--- src/diag_record_consts.svh ---
`ifndef DIAG_RECORD_CONSTS_SVH
`define DIAG_RECORD_CONSTS_SVH

// fixed record contents
`define CHANNEL_KIND_VAL     8'h72
`define DIAG_BITS_VAL        8'h08
`define CHANNEL_COUNT_VAL    8'h04
`define SHORT_BIT_POS        3

// record byte positions
`define REC_CHANNEL_KIND     5'h04
`define REC_DIAG_BITS        5'h05
`define REC_CHANNEL_COUNT    5'h06
`define REC_ERR_SUMMARY      5'h07
`define REC_DETAIL_FIRST     5'h08
`define REC_DETAIL_LAST      5'h0B
`define REC_TS_FIRST         5'h10
`define REC_TS_LAST          5'h13

// dictionary index areas
`define AREA_SYS_LO          16'h1000
`define AREA_SYS_HI          16'h6FFF
`define AREA_IO_LO           16'h7000
`define AREA_IO_HI           16'h7FFF
`define AREA_AXIS_LO         16'h8000
`define AREA_AXIS_HI         16'h8FFF

// implemented objects and their subindex counts
`define OBJ_SYSTEM           16'h6100
`define OBJ_DOUT             16'h7200
`define OBJ_CONTROL          16'h8100
`define OBJ_HOMING           16'h8300
`define SYSTEM_SUBS          32'h0000_0001
`define DOUT_SUBS            32'h0000_0002
`define CONTROL_SUBS         32'h0000_0002
`define HOMING_SUBS          32'h0000_0001

// reset values
`define CTRL_WORD_RST        16'h0000
`define OUT_REQ_RST          4'h0
`define HOMING_RST           32'h0000_0000
`define MSG_TIMEOUT_RST      16'h0000

// microsecond ticker timing
`define TICK_NS              1000
`define CLK_NS               8
`define TICK_CYCLES          (`TICK_NS / `CLK_NS)

`endif

--- src/diag_record_pkg.sv ---
package diag_record_pkg;

  typedef enum logic [1:0] {
    ACYC_OK,
    ACYC_NO_OBJECT,
    ACYC_READ_ONLY,
    ACYC_LOCKED
  } acyc_status_e;

  typedef enum logic [1:0] {
    AREA_NONE,
    AREA_SYSTEM,
    AREA_IO,
    AREA_AXIS
  } obj_area_e;

  typedef logic [7:0] rec_byte_t;

endpackage

--- src/diag_record_and_object_access.sv ---
// How it works
// - channel kind byte reads 72h, digital output, bit 7 fixed zero.
// - diagnostic bits per channel byte is constant 08h.
// - channel count byte is constant 04h.
// - summary bits 0..3 flag errors on outputs one to four.
// - each channel detail byte uses bit 3 for short circuit only.
// - microsecond ticker is captured as timestamp when a fault arises.
// - spare header bytes and channels four to seven carry nothing.
// - objects are selected by a unique index and subindex pair.
// - index areas: system 1000h-6FFFh, io 7000h-7FFFh, axis 8000h-8FFFh.
// - subindex 0 of every object returns its subindex count.
// - main objects travel through the cyclic io image.
// - every acyclic dictionary access gets an acknowledge.
// - cyclic object placement is fixed, not configurable.
// - cyclic exchange overwrites acyclic writes to mapped objects.
// - incoming and going events on faults; lamp lit while any fault.
// - writes only in switch-on-disabled, except always-writable objects.
`timescale 1ns/1ps
`include "diag_record_consts.svh"

module diag_record_and_object_access (
  // clock, reset, enable
  input  wire logic                         ref_clk_i,
  input  wire logic                         rst_i,
  input  wire logic                         ce_i,
  // fault sources
  input  wire logic [3:0]                   out_err_i,
  input  wire logic [3:0]                   short_i,
  // diagnostic record read
  input  wire logic                         rec_rd_i,
  input  wire logic [4:0]                   rec_addr_i,
  output logic                              rec_valid_o,
  output logic [7:0]                        rec_data_o,
  // acyclic channel
  input  wire logic                         acyc_req_i,
  input  wire logic                         acyc_wr_i,
  input  wire logic [15:0]                  acyc_index_i,
  input  wire logic [7:0]                   acyc_sub_i,
  input  wire logic [31:0]                  acyc_wdata_i,
  output logic                              acyc_ack_o,
  output diag_record_pkg::acyc_status_e     acyc_status_o,
  output logic [31:0]                       acyc_rdata_o,
  // cyclic io image
  input  wire logic                         cyc_strobe_i,
  input  wire logic [15:0]                  cyc_ctrl_word_i,
  input  wire logic [3:0]                   cyc_out_req_i,
  output logic [15:0]                       cyc_in_status_o,
  output logic [3:0]                        cyc_in_outs_o,
  // drive side
  input  wire logic [15:0]                  status_word_i,
  input  wire logic [3:0]                   out_actual_i,
  input  wire logic                         drive_sod_i,
  output logic [15:0]                       ctrl_word_o,
  output logic [3:0]                        out_req_o,
  output logic [31:0]                       homing_offset_o,
  output logic [15:0]                       msg_timeout_o,
  // diagnostic events
  output logic                              diag_in_o,
  output logic                              diag_out_o,
  output logic                              fault_lamp_o
);
  import diag_record_pkg::*;

  localparam logic [6:0] TICK_LAST = 7'(`TICK_CYCLES - 1);

  logic [6:0]   presc_q;
  logic [31:0]  ticker_q;
  logic [3:0]   err_q;
  logic [3:0]   short_q;
  logic [31:0]  diag_ts_q;
  logic [7:0]   detail [4];
  logic [7:0]   rec_d;
  logic [7:0]   rec_data_q;
  logic         rec_valid_q;
  logic [7:0]   flags_now;
  logic [7:0]   flags_prev;
  logic [7:0]   flag_rise;
  logic [7:0]   flag_fall;
  logic         diag_in_q;
  logic         diag_out_q;
  obj_area_e    area;
  logic         hit;
  logic         wr_allowed;
  logic         any_state;
  logic [31:0]  obj_rd;
  acyc_status_e acyc_res;
  logic         acyc_wr_ok;
  logic         ack_q;
  acyc_status_e status_q;
  logic [31:0]  rdata_q;
  logic [15:0]  ctrl_word_q;
  logic [3:0]   out_req_q;
  logic [31:0]  homing_q;
  logic [15:0]  timeout_q;
  logic [15:0]  cyc_status_q;
  logic [3:0]   cyc_outs_q;

  // free-running microsecond ticker
  always_ff @(posedge ref_clk_i) begin
    if (rst_i) begin
      presc_q  <= 7'h00;
      ticker_q <= 32'h0000_0000;
    end else if (ce_i) begin
      if (presc_q == TICK_LAST) begin
        presc_q  <= 7'h00;
        ticker_q <= ticker_q + 32'h0000_0001;
      end else begin
        presc_q <= presc_q + 7'h01;
      end
    end
  end

  // fault flags and events
  assign flags_now  = {short_i, out_err_i};
  assign flags_prev = {short_q, err_q};
  assign flag_rise  = flags_now & ~flags_prev;
  assign flag_fall  = ~flags_now & flags_prev;

  always_ff @(posedge ref_clk_i) begin
    if (rst_i) begin
      err_q      <= 4'h0;
      short_q    <= 4'h0;
      diag_in_q  <= 1'b0;
      diag_out_q <= 1'b0;
    end else if (ce_i) begin
      err_q      <= out_err_i;
      short_q    <= short_i;
      diag_in_q  <= |flag_rise;
      diag_out_q <= |flag_fall;
    end
  end

  always_ff @(posedge ref_clk_i) begin
    if (rst_i) begin
      diag_ts_q <= 32'h0000_0000;
    end else if (ce_i && |flag_rise) begin
      diag_ts_q <= ticker_q;
    end
  end

  assign diag_in_o    = diag_in_q;
  assign diag_out_o   = diag_out_q;
  assign fault_lamp_o = |flags_prev;

  // per-channel detail bytes, only the short bit is meaningful
  generate
    for (genvar ch = 0; ch < 4; ch++) begin : g_detail
      always_comb begin
        detail[ch] = 8'h00;
        detail[ch][`SHORT_BIT_POS] = short_q[ch];
      end
    end
  endgenerate

  // record byte mux; header bytes 0..3 and spare channels read zero
  always_comb begin
    rec_d = 8'h00;
    if (rec_addr_i == `REC_CHANNEL_KIND) begin
      rec_d = `CHANNEL_KIND_VAL & 8'h7F;
    end else if (rec_addr_i == `REC_DIAG_BITS) begin
      rec_d = `DIAG_BITS_VAL;
    end else if (rec_addr_i == `REC_CHANNEL_COUNT) begin
      rec_d = `CHANNEL_COUNT_VAL;
    end else if (rec_addr_i == `REC_ERR_SUMMARY) begin
      rec_d = {4'h0, err_q};
    end else if (rec_addr_i >= `REC_DETAIL_FIRST &&
                 rec_addr_i <= `REC_DETAIL_LAST) begin
      rec_d = detail[rec_addr_i[1:0]];
    end else if (rec_addr_i >= `REC_TS_FIRST &&
                 rec_addr_i <= `REC_TS_LAST) begin
      rec_d = diag_ts_q[8*rec_addr_i[1:0] +: 8];
    end
  end

  always_ff @(posedge ref_clk_i) begin
    if (rst_i) begin
      rec_data_q  <= 8'h00;
      rec_valid_q <= 1'b0;
    end else if (ce_i) begin
      rec_valid_q <= rec_rd_i;
      if (rec_rd_i) begin
        rec_data_q <= rec_d;
      end
    end
  end

  assign rec_valid_o = rec_valid_q;
  assign rec_data_o  = rec_data_q;

  // dictionary decode by index and subindex
  always_comb begin
    area = AREA_NONE;
    if (acyc_index_i >= `AREA_SYS_LO && acyc_index_i <= `AREA_SYS_HI) begin
      area = AREA_SYSTEM;
    end else if (acyc_index_i >= `AREA_IO_LO &&
                 acyc_index_i <= `AREA_IO_HI) begin
      area = AREA_IO;
    end else if (acyc_index_i >= `AREA_AXIS_LO &&
                 acyc_index_i <= `AREA_AXIS_HI) begin
      area = AREA_AXIS;
    end
  end

  always_comb begin
    hit        = 1'b0;
    wr_allowed = 1'b0;
    any_state  = 1'b0;
    obj_rd     = 32'h0000_0000;
    case (acyc_index_i)
      `OBJ_SYSTEM: begin
        if (acyc_sub_i == 8'h00) begin
          hit    = (area == AREA_SYSTEM);
          obj_rd = `SYSTEM_SUBS;
        end else if (acyc_sub_i == 8'h01) begin
          hit        = (area == AREA_SYSTEM);
          wr_allowed = 1'b1;
          any_state  = 1'b1;
          obj_rd     = {16'h0000, timeout_q};
        end
      end
      `OBJ_DOUT: begin
        if (acyc_sub_i == 8'h00) begin
          hit    = (area == AREA_IO);
          obj_rd = `DOUT_SUBS;
        end else if (acyc_sub_i == 8'h01) begin
          hit        = (area == AREA_IO);
          wr_allowed = 1'b1;
          any_state  = 1'b1;
          obj_rd     = {28'h0000000, out_req_q};
        end else if (acyc_sub_i == 8'h02) begin
          hit    = (area == AREA_IO);
          obj_rd = {28'h0000000, out_actual_i};
        end
      end
      `OBJ_CONTROL: begin
        if (acyc_sub_i == 8'h00) begin
          hit    = (area == AREA_AXIS);
          obj_rd = `CONTROL_SUBS;
        end else if (acyc_sub_i == 8'h01) begin
          hit        = (area == AREA_AXIS);
          wr_allowed = 1'b1;
          any_state  = 1'b1;
          obj_rd     = {16'h0000, ctrl_word_q};
        end else if (acyc_sub_i == 8'h02) begin
          hit    = (area == AREA_AXIS);
          obj_rd = {16'h0000, status_word_i};
        end
      end
      `OBJ_HOMING: begin
        if (acyc_sub_i == 8'h00) begin
          hit    = (area == AREA_AXIS);
          obj_rd = `HOMING_SUBS;
        end else if (acyc_sub_i == 8'h01) begin
          hit        = (area == AREA_AXIS);
          wr_allowed = 1'b1;
          obj_rd     = homing_q;
        end
      end
      default: begin
        hit = 1'b0;
      end
    endcase
  end

  always_comb begin
    acyc_res = ACYC_OK;
    if (!hit) begin
      acyc_res = ACYC_NO_OBJECT;
    end else if (acyc_wr_i && !wr_allowed) begin
      acyc_res = ACYC_READ_ONLY;
    end else if (acyc_wr_i && !any_state && !drive_sod_i) begin
      acyc_res = ACYC_LOCKED;
    end
  end

  assign acyc_wr_ok = acyc_req_i && acyc_wr_i && (acyc_res == ACYC_OK);

  always_ff @(posedge ref_clk_i) begin
    if (rst_i) begin
      ack_q    <= 1'b0;
      status_q <= ACYC_OK;
      rdata_q  <= 32'h0000_0000;
    end else if (ce_i) begin
      ack_q <= acyc_req_i;
      if (acyc_req_i) begin
        status_q <= acyc_res;
        rdata_q  <= acyc_wr_i ? 32'h0000_0000 : obj_rd;
      end
    end
  end

  assign acyc_ack_o    = ack_q;
  assign acyc_status_o = status_q;
  assign acyc_rdata_o  = rdata_q;

  // mapped objects: a cyclic exchange always wins over the acyclic write
  always_ff @(posedge ref_clk_i) begin
    if (rst_i) begin
      ctrl_word_q <= `CTRL_WORD_RST;
      out_req_q   <= `OUT_REQ_RST;
    end else if (ce_i) begin
      if (cyc_strobe_i) begin
        ctrl_word_q <= cyc_ctrl_word_i;
        out_req_q   <= cyc_out_req_i;
      end else if (acyc_wr_ok && acyc_index_i == `OBJ_CONTROL) begin
        ctrl_word_q <= acyc_wdata_i[15:0];
      end else if (acyc_wr_ok && acyc_index_i == `OBJ_DOUT) begin
        out_req_q <= acyc_wdata_i[3:0];
      end
    end
  end

  always_ff @(posedge ref_clk_i) begin
    if (rst_i) begin
      homing_q  <= `HOMING_RST;
      timeout_q <= `MSG_TIMEOUT_RST;
    end else if (ce_i && acyc_wr_ok) begin
      if (acyc_index_i == `OBJ_HOMING) begin
        homing_q <= acyc_wdata_i;
      end
      if (acyc_index_i == `OBJ_SYSTEM) begin
        timeout_q <= acyc_wdata_i[15:0];
      end
    end
  end

  // input image, fixed layout
  always_ff @(posedge ref_clk_i) begin
    if (rst_i) begin
      cyc_status_q <= 16'h0000;
      cyc_outs_q   <= 4'h0;
    end else if (ce_i && cyc_strobe_i) begin
      cyc_status_q <= status_word_i;
      cyc_outs_q   <= out_actual_i;
    end
  end

  assign cyc_in_status_o = cyc_status_q;
  assign cyc_in_outs_o   = cyc_outs_q;
  assign ctrl_word_o     = ctrl_word_q;
  assign out_req_o       = out_req_q;
  assign homing_offset_o = homing_q;
  assign msg_timeout_o   = timeout_q;
endmodule

--- config.mk ---
export PLATFORM = sky130hd
export DESIGN_NAME = diag_record_and_object_access
export DESIGN_NICKNAME = d
export VERILOG_FILES = /design/src/diag_record_pkg.sv /design/src/diag_record_and_object_access.sv
export VERILOG_INCLUDE_DIRS = /design/src
export SDC_FILE = /design/constraint.sdc
export NUM_CORES = 1
export LEC_CHECK = 0
export BUFFER_PORTS_ARGS = -buffer_cell sky130_fd_sc_hd__clkbuf_2
export CORE_ASPECT_RATIO = 1.4
export CORE_MARGIN = 2
export CORE_UTILIZATION = 25
export CTS_BUF_LIST = sky130_fd_sc_hd__clkbuf_16
export DETAILED_ROUTE_END_ITERATION = 12
export SYNTH_ARGS = -nofsm -noshare
export SYNTH_HDL_FRONTEND = slang
export SYNTH_SLANG_ARGS = --single-unit
--- constraint.sdc ---
create_clock -name ref_clk_i -period 3.7 [get_ports ref_clk_i]
set_input_delay 0.74 -clock ref_clk_i [delete_from_list [all_inputs] [get_ports ref_clk_i]]
set_output_delay 0.74 -clock ref_clk_i [all_outputs]
set_load 0.01 [all_outputs]
# Yosys cells after proc, flatten, opt, wreduce, memory -nomap -nowiden
# Index checks and enable logic that the tools add are counted.
# W data, S select, Z words.
# classes
add_sub_neg	2
n_lt_le_gt_ge	11
n_eq_ne	15
n_shift	1
muxes	48
n_bitwise	5
reduce_logical	34
# op_table
operator	count
$pmux W32 S4	1
$mux W16	7
$mux W32	3
$mux W8	8
$add A32 B1 Y32 const B	1
$eq A16 B15 Y1 const B	2
$eq A16 B16 Y1 const B	2
$le A16 B15 Y1 const B	2
$shiftx A32 B6 Y8	1
$mux W4	6
$reduce_or A8 Y1	3
$eq A5 B3 Y1 const B	4
$and A8 B8 Y8	2
$bmux W8 S2	1
$ge A16 B13 Y1 const B	1
$ge A16 B15 Y1 const B	1
$ge A16 B16 Y1 const B	1
$le A16 B16 Y1 const B	1
$not A8 Y8	2
$logic_and A1 B1 Y1	15
$mux W1	14
$mux W2	6
$reduce_and A2 Y1	6
$eq A8 B1 Y1 const B	1
21 further kinds	25
# totals
ff_bits	213
in_bits	117
output_inout_bits	135
word_cells	134

# Logic depth before layout (Yosys ltp)
# Gate-level depths: netlist of the first run.
# logic_depth
word_depth	17
depth_mapped	9
mapped_depth_nobuf	8

# Least setup slack after synthesis of the first run
# Ideal clock, no wire load.
# synth_path
path_kind	input-to-reg
startpoint	input rec_addr_i[0]
endpoint	register rec_data_q[1], in the netlist rec_data_o[1]
setup_time_ps	131
t_arrival_ps	2166
t_required_ps	3569
slack_ps	1403
path_stages	5
n_path_buf	2
path_cell_list	clkbuf_1 > buf_2 > mux4_2 > a221oi_1 > nor3_1
# synth_between
elab_chain_len	9
elab_cells_between_ends	21
classes_between	4 x order compare; 4 x eq/ne; 1 x shift; 9 x mux; 1 x bitwise; 2 x reduce/logical
# synth_lines
item	line_no	source
start, declared	diag_record_and_object_access.sv:31	input wire logic [4:0] rec_addr_i,
branches (longest 8 deep; another with $shiftx A32 B6 Y8)	n/a	
$mux W8 *	diag_record_and_object_access.sv:158	if (rec_addr_i == `REC_CHANNEL_KIND) begin
end signal, assigned	diag_record_and_object_access.sv:182	rec_data_q <= rec_d;
end, declared	diag_record_and_object_access.sv:73	logic [7:0] rec_data_q;
# Every way passes the cells marked *. The select of a mux whose other input is x is not followed.
# A chain may end at the register's enable or synchronous reset.

# Worst setup path after layout of the first run
# layout_path
startpoint	input acyc_index_i[5]
endpoint	register homing_q[13], in the netlist homing_offset_o[13]
# layout_between
elab_chain_len	15
elab_cells_between_ends	46
classes_between	6 x order compare; 7 x eq/ne; 19 x mux; 14 x reduce/logical
# layout_lines
item	line_no	source
start, declared	diag_record_and_object_access.sv:37	input wire logic [15:0] acyc_index_i,
$ge A16 B16 Y1 (no source line) / $le A16 B16 Y1 (equally long branches)	n/a	
$logic_and A1 B1 Y1 (no source line)	n/a	
$mux W2	diag_record_and_object_access.sv:198	end else if (acyc_index_i >= `AREA_AXIS_LO &&
$mux W2	diag_record_and_object_access.sv:195	end else if (acyc_index_i >= `AREA_IO_LO &&
$mux W2	diag_record_and_object_access.sv:193	if (acyc_index_i >= `AREA_SYS_LO && acyc_index_i <= `AREA_SYS_HI) begin
$eq A2 B2 Y1, on equally long branches	n/a	
$mux W1, on equally long branches	diag_record_and_object_access.sv:244, diag_record_and_object_access.sv:230	
$mux W1, on equally long branches	diag_record_and_object_access.sv:239, diag_record_and_object_access.sv:225	
$mux W1, on equally long branches	diag_record_and_object_access.sv:236, diag_record_and_object_access.sv:222	
$pmux W1 S4	diag_record_and_object_access.sv:209	case (acyc_index_i)
$mux W2	diag_record_and_object_access.sv:267	if (!hit) begin
$logic_not A2 Y1	diag_record_and_object_access.sv:276	assign acyc_wr_ok = acyc_req_i && acyc_wr_i && (acyc_res == ACYC_OK);
$logic_and A1 B1 Y1	diag_record_and_object_access.sv:276	
$logic_and A1 B1 Y1	diag_record_and_object_access.sv:317	end else if (ce_i && acyc_wr_ok) begin
$reduce_and A2 Y1 (no source line) *	n/a	
end signal, assigned	diag_record_and_object_access.sv:315	homing_q <= `HOMING_RST;
end signal, assigned	diag_record_and_object_access.sv:319	homing_q <= acyc_wdata_i;
end, declared	diag_record_and_object_access.sv:93	logic [31:0] homing_q;
# Every way passes the cells marked *; elsewhere a longest branch is shown, timed or not.

==> flow_summary.yaml, run 1 <==
logic_synthesis:
  synthMuxAreaShare_pct: 11.9
  ys.warnings.count: 0
  synth_top_family_by_area: "simple AND/OR/NAND/NOR gates"
  synth_cells: 1002
  synth_area_sq_mm: 0.00930
  synth_compound_area_share_pct: 15.6
  synth.distinct_cells: 61
  synthSimpleGateAreaFrac_pct: 18.9
  synth_edf_count: 0
  async_flop_share_pct: 0
  syn_nets: 1122
  synth-seq-cells: 213
  syn_area_per_cell_sq_um: 9.28
  seq_area_frac_synth_pct: 45.9
  synth-adder-area-share_pct: 0.404
  synthXorXnorAreaFrac_pct: 3.11
  synth_ff_type: "dfxtp_1"
critical_path:
  cpPeakStageDelay_ps: 490
  r2r-end: "ticker_q[30]"
  endpoint_kind: "flip-flop"
  startpoint: "acyc_index_i[5]"
  cp-start-kind: "primary input"
  crit_type: "in -> reg"
  crit_chain: "clkbuf_2 -> nor4_2 -> nand2_1 -> a21oi_1 -> o311ai_4 -> buf_12 -> mux2i_1 -> nor2_1"
  critPathBufInv: 2
  reg2reg_from: "ticker_q[12]"
  slowest_stage: "a21oi_1"
  cp_top_family: "compound AO/OA/AOI/OAI gates"
  arrival_ps: 2800
  r2r_setup_slack_ps: 1500
  cp_max_fo: 17
  ff2ff_path_depth: 6
  required_ps: 4100
final_layout:
  drive_gt1_share_pct: 27.6
  fill_cells: 3848
  multi_input_area_sq_mm: 0.00464
  final_cell_mix: "clkbuf_2 (250), dfxtp_1 (213), nor2_1 (172)"
  mostFrequentLayoutCell: "clkbuf_2"
  regArea_sq_mm: 0.00426
  fin_area_sq_mm: 0.0117
  nets: 1352
  fin_util_pct: 32.0
  area_delta_synth_final_pct: 26.3
place:
  port_buffers: 251
  gp_congestion: 0.850
  postPlaceCellArea_sq_mm: 0.0110
  dp_hpwl_mm: 23.5
  pre_cts_ws_ps: 759
power_and_ir_drop:
  vdd_drop_max_v: 0.000360
  p_leak_nw: 5.07
  p_total_mw: 5.08
  powerDensity_mw_per_mm2: 433
status:
  status: "complete, no violations"
sta:
  setup_violations: 0
  timing.slew.headroom_pct: 31.4
  fin_crit_sh_pct: 64.9
  hold_violations: 0
  timing.fmax_ghz: 0.416
  rsz0062_at_grt: "no"
  fin_worst_skew_ps: 9.03
  worst_slew_pin_slew_ps: 1020
  tns_ps: 0
  layout_min_cycle_time_ps: 2400
  setup_ws_ps: 1300
  maxSlewViolCount: 0
worst_hold_path:
  min_to: "homing_offset_o[27]"
  min_path_cells: 3
  min-delay-start: "acyc_wdata_i[27]"
  hold_path_class: "in -> reg"
global_routing:
  grt.overflow.total: 0
  grt_pass1_vias: 7752
  grt_pass1_wl_mm: 46.2
  grtUsageTotal_pct: 15.3
  grt_max_degree: 105
  antenna_found_initial: 3
floorplanning:
  rows: 83
  fp.coreArea_sq_mm: 0.0367
  die-area_sq_mm: 0.0388
  floorplan.io_pins: 252
  start_util_pct: 25.4
  fp.dieH_microns: 232
  dieWidth_microns: 167
detailed_routing:
  drt_iter0_drc: 582
  wl_mm: 31.1
  wl_per_cell_microns: 18.1
  first_pass_iters: 5
  drc_errors: 0
  ant_nets: 0
  route.vias.total: 8281
  via_per_inst: 4.82
clocking:
  cts_tree: "yes"
  cts_hold_buf: 0
  clkLatencyLatePin_ps: 530
  cts_buffer_depth: 3
  clkSinkCount: 213
  numCtsBuffers: 24
  post-cts-setup-buffers: 0
  cts-htree-levels: 1
  cts_root_buf: "clkbuf_16"
  cts-resized-gates: 0
  clkTransAtPathRegs_ps: 60
flow_run:
  drv_cap: 0
==> report_power, final <==
part | total, mW | internal [mW] | switching (mW)
Combinational | 0.417 | 0.160 | 0.256
Sequential | 2.36 | 2.33 | 0.0306
Clock | 2.30 | 1.32 | 0.982
==> cells in the mapped netlist (all sizes together) (2+ instances only) <==
master / n / share of area (%)
dfxtp: 213 / 46
nor2: 172 / 6.9
nand2: 108 / 4.4
mux2i: 90 / 9.7
a21oi: 60 / 3.2
clkbuf: 46 / 1.9
a22o: 34 / 3.2
a22oi: 26 / 2.1
a211oi: 23 / 2.6
buf: 22 / 1.8
xor2: 21 / 2.0
nor3: 19 / 1.1
nand3: 16 / 1.0
inv: 15 / 0.61
a222oi: 13 / 1.4
nand4: 13 / 0.87
o21ai: 12 / 0.81
xnor2: 12 / 1.1
mux4: 9 / 2.2
nor4: 8 / 0.97
and2: 7 / 0.47
nor2b: 7 / 0.47
and3: 6 / 0.42
nor4b: 6 / 0.70
o22ai: 6 / 0.40
and4: 5 / 0.47
nand2b: 5 / 0.34
or3: 4 / 0.32
a221oi: 3 / 0.28
ha: 3 / 0.40
a31oi: 2 / 0.13
and2b: 2 / 0.16
o311ai: 2 / 0.38
o41ai: 2 / 0.39
==> logic make-up (layout without fill, tap and decap cells) <==
kind of cell               count (synthesis)  after routing
AOI/OAI and AO/OA                        190            190
other                                      0              2
DFF                                      213            213
xor gates and xnor gates                  33             33
and+or+nand+nor                          381            381
buffers and inverters                     83            329
muxes                                     99             99
adders and majority gates                  3              3
==> worst register-to-register path, delay by kind of cell (launching register included) <==
kind          cells  cell delay, ps
xor+xnor          1             170
flops             1             430
simple gates      5            1450
==> layout make-up <==
class / instances / share of cell area (%)
Multi-Input combinational cell: 706 / 39.5
Sequential cell: 213 / 36.3
Timing Repair Buffer: 272 / 12.3
Clock buffer: 24 / 5.12
Tap cell: 467 / 4.98
Clock inverter: 18 / 1.23
Inverter: 15 / 0.480
Antenna cell: 2 / 0.0426
==> stage by stage <==
step	hold WS, ps	std cells
3_3_place_gp	442	1673
3_5_place_dp	448	1673
4_1_cts	417	1715
2_1_floorplan	450	1002
6_report	451	1717
5_1_grt	427	1716
==> layer usage <==
metal,vias to the layer above,GRT usage [%],routed length (microns)
met4,2,5.47,965
met5,-,0,16
met1,3948,17.8,12200
met3,47,3.20,2050
li1,4010,-,-
met2,274,27.6,15900
==> registers in the layout (all words and copies together), names as in the netlist <==
register / flops
ctrl_word_o: 16
rec_valid_o: 1
diag_out_o: 1
ticker_q: 32
diag_in_o: 1
err_q: 4
short_q: 4
homing_offset_o: 32
acyc_ack_o: 1
out_req_o: 4
presc_q: 7
msg_timeout_o: 16
acyc_rdata_o: 32
diag_ts_q: 32
acyc_status_o: 2
cyc_in_outs_o: 4
cyc_in_status_o: 16
rec_data_o: 8
==> worst max-delay path by stage <==
| stage | end | slack (ps) | depth (start not counted) |
|---|---|---|---|
| 2_1_floorplan | rec_data_o[1] | 1400 | 5 |
| 3_3_place_gp | homing_offset_o[20] | 810 | 8 |
| 3_5_place_dp | homing_offset_o[18] | 760 | 8 |
| 4_1_cts | homing_offset_o[18] | 1320 | 8 |
| 5_1_grt | homing_offset_o[22] | 1060 | 8 |
| 6_report | homing_offset_o[13] | 1300 | 8 |
Power figures use the tool's default switching activity.
==> run 2, diff against run 1 <==
--- a/config.mk
+++ b/config.mk
@@ -6,6 +6,7 @@
 export SDC_FILE = /design/constraint.sdc
 export NUM_CORES = 1
 export LEC_CHECK = 0
+export ABC_AREA = 1
 export BUFFER_PORTS_ARGS = -buffer_cell sky130_fd_sc_hd__clkbuf_2
 export CORE_ASPECT_RATIO = 1.4
 export CORE_MARGIN = 2
==> constraint.sdc (replaced) <==
create_clock -name ref_clk_i -period 2.2 [get_ports ref_clk_i]
set_input_delay 0.44 -clock ref_clk_i [delete_from_list [all_inputs] [get_ports ref_clk_i]]
set_output_delay 0.44 -clock ref_clk_i [all_outputs]
set_load 0.01 [all_outputs]
==> run 2 against run 1 <==
Global-route usage increased by 1.7 points. Cell count increased by 27%. Power grew 72%. Clock power grew 72%. Utilization is 1.1 points higher. Critical path type is now reg -> reg. Critical path depth rose by 3. Sequential share of layout area fell by 2.7 points. Combinational power grew 89%. Largest power group unchanged.
==> flow_summary.yaml, run 2 <==
final_layout:
  fin_util_pct: 33.2
  final_cell_mix: "nand2_1 (290), clkbuf_2 (251), nor2_1 (238)"
  fin_area_sq_mm: 0.0127
  nets: 1804
  instances_no_fill: 2179
  drive_gt1_share_pct: 23.1
  mostFrequentLayoutCell: "nand2_1"
  fill_cells: 4122
  regArea_sq_mm: 0.00426
  area_delta_synth_final_pct: 31.2
  multi_input_area_sq_mm: 0.00459
floorplanning:
  die-area_sq_mm: 0.0403
  fp.coreArea_sq_mm: 0.0383
  fp.dieH_microns: 237
  rows: 85
  dieWidth_microns: 170
  floorplan.io_pins: 252
  start_util_pct: 25.3
critical_path:
  crit_chain: "inv_1 -> ha_1 -> nand4_2 -> nor2_4 -> nand2_2 -> nor3_4 -> nand3_2 -> nor2_2 -> nand2_1 -> xor2_1 -> nor2_1"
  cp_max_fo: 5
  endpoint_kind: "flip-flop"
  cpPeakStageDelay_ps: 320
  critPathBufInv: 1
  cp-start-kind: "flip-flop"
  slowest_stage: "dfxtp_1"
  cp_top_family: "simple AND/OR/NAND/NOR gates"
  crit_type: "reg -> reg"
  arrival_ps: 2370
  required_ps: 2590
logic_synthesis:
  synth_top_area_cell: "dfxtp_1"
  netlist.area_leader.share_pct: 44.0
  synth.distinct_cells: 46
  ys.warnings.count: 0
  synth_compound_area_share_pct: 16.9
  synthXorXnorAreaFrac_pct: 1.90
  synth_ff_type: "dfxtp_1"
  synth_cells: 1392
  synthSimpleGateAreaFrac_pct: 28.2
  synth_top_family_by_area: "simple AND/OR/NAND/NOR gates"
  async_flop_share_pct: 0
  syn_area_per_cell_sq_um: 6.95
  ys_top_cells_by_count: "nand2_1 (290), nor2_1 (238), dfxtp_1 (213)"
  synth_edf_count: 0
  seq_area_frac_synth_pct: 44.0
  yosys.cell_count.top_type: "nand2_1"
  synth-adder-area-share_pct: 0.388
  synth-seq-cells: 213
  synth_area_sq_mm: 0.00968
  synth_area_leaders: "dfxtp_1 (44%), nand2_1 (11%), nor2_1 (9.2%), o21ai_0 (7.3%), inv_1 (5.4%)"
  synthMuxAreaShare_pct: 0
  syn_nets: 1512
sta:
  setup_ws_ps: 229
  worst_slew_pin_slew_ps: 807
  setup_violations: 0
  fin_worst_skew_ps: 16.3
  holdWs_ps: 161
  timing.slew.headroom_pct: 46.2
  layout_min_cycle_time_ps: 1970
  fin_crit_sh_pct: 89.6
  timing.fmax_ghz: 0.507
  maxSlewViolCount: 0
  hold_violations: 0
  tns_ps: 0
  rsz0062_at_grt: "no"
clocking:
  cts_hold_buf: 0
  clkSinkCount: 213
  cts_tree: "yes"
  numCtsBuffers: 25
  clkTransAtPathRegs_ps: 60
  clkLatencyLatePin_ps: 540
  cts_root_buf: "clkbuf_16"
  cts_buffer_depth: 3
  cts-htree-levels: 1
detailed_routing:
  wl_per_cell_microns: 15.9
  via_per_inst: 4.65
  drc_errors: 0
  first_pass_iters: 4
  drt_iter0_drc: 470
  route.vias.total: 10100
  ant_nets: 0
  wl_mm: 34.7
place:
  port_buffers: 251
  dp_cells: 2135
  pre_cts_ws_ps: -291
  gp_congestion: 0.909
  dp_hpwl_mm: 26.5
  postPlaceCellArea_sq_mm: 0.0119
power_and_ir_drop:
  powerDensity_mw_per_mm2: 690
  vdd_drop_max_v: 0.000492
  p_total_mw: 8.76
  p_leak_nw: 5.70
status:
  status: "complete, no violations"
global_routing:
  grt_pass1_wl_mm: 53.8
  grt.overflow.total: 0
  grt_max_degree: 92
  antenna_found_initial: 3
  grt_pass1_vias: 9979
  grtUsageTotal_pct: 17.0
flow_run:
  drv_cap: 0
worst_hold_path:
  hold_path_class: "in -> reg"
==> run 2: changes by cell type in the layout (fill, tap and decap cells not counted), sizes merged, moves of 39 or more <==
| cell | previous run | this run |
|---|---|---|
| nand3 | 16 | 55 |
| a21oi | 60 | 104 |
| o21ai | 12 | 143 |
| buf | 22 | 74 |
| nand2 | 108 | 298 |
| nor2 | 172 | 249 |
| mux2i | 90 | 0 |
| inv | 26 | 148 |
==> run 2: layout make-up <==
class	instances	area share (%)
Clock buffer	25	4.93
Multi-Input combinational cell	971	36.1
Timing Repair Buffer	325	15.2
Tap cell	478	4.71
Clock inverter	18	1.09
Sequential cell	213	33.6
Antenna cell	1	0.0197
Inverter	148	4.40
==> run 2: metal layers <==
| metal | wire, microns | global-route usage [%] |
|---|---|---|
| met3 | 2360 | 3.76 |
| met4 | 1700 | 8.31 |
| met5 | 22 | 0 |
| met1 | 13200 | 18.6 |
| met2 | 17400 | 30.8 |
==> run 2: worst paths after layout <==
| kind | startpoint | endpoint | slack, ps | cells past startpoint |
|---|---|---|---|---|
| max | presc_q[0] | ticker_q[22] | 230 | 11 |
| max reg2reg | presc_q[0] | ticker_q[22] | 230 | 11 |
| min | acyc_wdata_i[16] | homing_offset_o[16] | 160 | 3 |
| min reg2reg | diag_ts_q[8] | diag_ts_q[8] | 460 | 2 |
==> run 2: logic make-up after synthesis <==
family / after synthesis
xor+xnor: 21
flops: 213
compound gates: 300
simple gates: 647
fa+ha+maj: 3
buf+inv: 208
==> run 2: report_power, final <==
group	switching [mW]	total [mW]	internal, mW
Clock	1.66	3.95	2.28
Combinational	0.497	0.790	0.293
Sequential	0.0604	4.03	3.96
Total	2.22	8.76	6.54
==> run 2: worst reg2reg max path, delay by kind of cell, from the launching register on <==
kind,cells,cell delay [ps]
buffers and inverters,1,100
XOR/XNOR,1,130
flip-flops,1,320
AND/OR/NAND/NOR,8,1100
adder cells (fa/ha/maj),1,180
==> run 2: repair_timing <==
item                                   CTS  global route
gates resized for setup                  0             1
buffers inserted                         0             0
endpoints found under the hold margin    0             0
setup endpoints to repair                0             1
==> run 3, diff against run 2 <==
--- a/config.mk
+++ b/config.mk
@@ -6,13 +6,13 @@
 export SDC_FILE = /design/constraint.sdc
 export NUM_CORES = 1
 export LEC_CHECK = 0
-export ABC_AREA = 1
 export BUFFER_PORTS_ARGS = -buffer_cell sky130_fd_sc_hd__clkbuf_2
 export CORE_ASPECT_RATIO = 1.4
 export CORE_MARGIN = 2
 export CORE_UTILIZATION = 25
 export CTS_BUF_LIST = sky130_fd_sc_hd__clkbuf_16
 export DETAILED_ROUTE_END_ITERATION = 12
+export SETUP_SLACK_MARGIN = 0.4
 export SYNTH_ARGS = -nofsm -noshare
 export SYNTH_HDL_FRONTEND = slang
 export SYNTH_SLANG_ARGS = --single-unit
==> run 3 against run 2 <==
Die area shrank 3.9%. Power shrank 2.4%. Sequential power shrank 1%. Setup slack gained 62 ps. Worst hold slack lost 30 ps. Largest power group unchanged. Highest routed layer unchanged. Critical path depth shrank 8.
==> flow_summary.yaml, run 3 (same netlist as run 1, synthesis figures left out) <==
floorplanning:
  start_util_pct: 25.4
  floorplan.io_pins: 252
  fp.dieH_microns: 232
  fp.coreArea_sq_mm: 0.0367
  dieWidth_microns: 167
  die-area_sq_mm: 0.0388
  rows: 83
clocking:
  clkTransAtPathRegs_ps: 70
  clkLatencyLatePin_ps: 540
  clkSinkCount: 213
  cts_root_buf: "clkbuf_16"
  numCtsBuffers: 23
  cts_buffer_depth: 3
  cts-htree-levels: 1
  cts_hold_buf: 0
  cts_tree: "yes"
worst_hold_path:
  min-delay-start: "acyc_wdata_i[27]"
  hold_path_class: "in -> reg"
final_layout:
  fin_area_sq_mm: 0.0124
  fin_util_pct: 33.9
  area_delta_synth_final_pct: 33.7
  final_cell_mix: "clkbuf_2 (249), dfxtp_1 (199), nor2_1 (167)"
  instances_no_fill: 1763
  fill_cells: 3774
  multi_input_area_sq_mm: 0.00483
  nets: 1403
  mostFrequentLayoutCell: "clkbuf_2"
  drive_gt1_share_pct: 33.6
  regArea_sq_mm: 0.00429
  diodes: 0
sta:
  timing.slew.headroom_pct: 58.5
  timing.fmax_ghz: 0.524
  tns_ps: 0
  fin_worst_skew_ps: 18.4
  fin_crit_sh_pct: 86.8
  setup_violations: 0
  worst_slew_pin_slew_ps: 622
  maxSlewViolCount: 0
  rsz0062_at_grt: "yes"
  layout_min_cycle_time_ps: 1910
  holdWs_ps: 131
  setup_ws_ps: 291
  hold_violations: 0
place:
  port_buffers: 251
  postPlaceCellArea_sq_mm: 0.0114
  dp_cells: 1710
  gp_congestion: 0.871
  dp_hpwl_mm: 23.8
  pre_cts_ws_ps: -50.6
power_and_ir_drop:
  vdd_drop_max_v: 0.000531
  p_total_mw: 8.55
  p_leak_nw: 5.43
  powerDensity_mw_per_mm2: 688
critical_path:
  startpoint: "err_q[3]"
  required_ps: 1760
  endpoint_kind: "output pin"
  cp_max_fo: 5
  crit_type: "reg -> out"
  arrival_ps: 1470
  cpPeakStageDelay_ps: 370
  crit_chain: "nor4_4 -> nand2_1 -> clkbuf_8"
  reg2reg_from: "presc_q[1]"
  slowest_stage: "dfxtp_4"
  cp-start-kind: "flip-flop"
detailed_routing:
  route.vias.total: 8532
  routed.top_layer: "met5"
  ant_nets: 0
  first_pass_iters: 5
  via_per_inst: 4.84
  wl_met3_mm: 2.04
  drt_iter0_drc: 814
  drc_errors: 0
  wl_mm: 32.6
  wl_met2_mm: 17.1
  wl_per_cell_microns: 18.5
  drt-met1-wl_mm: 12.6
global_routing:
  grt_max_degree: 65
  grtUsageTotal_pct: 15.9
  antenna_found_initial: 1
  grt_pass1_vias: 8187
  grt.overflow.total: 0
  grt_pass1_wl_mm: 48.2
flow_run:
  drv_cap: 0
status:
  status: "complete, no violations"
-- run 3: cell types whose count changed in the layout (fill, tap and decap cells not counted), sizes merged, moves of 16 or more --
cell	delta
a211oi	+23
a21oi	-44
a22o	+33
a22oi	+24
inv	-126
mux2i	+90
nand2	-190
nand3	-39
nor2	-77
o21ai	-131
o22ai	-16
-- run 3: per-layer routing --
layer	global-route usage, %	vias to the layer above
met5	0	-
met4	4.85	2
met2	29.8	282
li1	-	4112
met1	17.9	4084
met3	3.14	52
-- run 3: path summary, 6_finish.rpt --
kind	end	slack, ps	cells after the start
hold / removal	homing_offset_o[27]	130	3
hold reg to reg	cyc_in_status_o[8]	450	2
setup / recovery	fault_lamp_o	290	3
setup reg to reg	ticker_q[19]	380	9
-- run 3: layout make-up --
cell class	instances	share of cell area (%)
clock buffers	23	4.63
well taps	467	4.70
clock inverters	15	1.02
inverters	15	0.453
multi-input cells	706	38.8
flip-flops and latches	213	34.5
repair buffers	324	15.8
-- run 3: report_power, final --
group          switching (mW)  internal (mW)  leakage [nW]
registers              0.0548           3.92          1.73
clock network            1.66           2.13         0.362
logic                   0.462          0.328          3.33
total                    2.17           6.38          5.43
-- run 3: worst max-delay path, delay by kind of cell (launching register included) --
| family | cells | cell delay [ps] |
|---|---|---|
| AND/OR/NAND/NOR | 2 | 400 |
| flip-flops | 1 | 370 |
| buffers and inverters | 1 | 170 |
-- run 3: what timing repair did --
action | in CTS | in global routing
setup buffers | 0 | 12
resized for setup | 12 | 38
setup endpoints to repair | 15 | 32
pin swaps | 3 | 16
gates cloned | 0 | 3
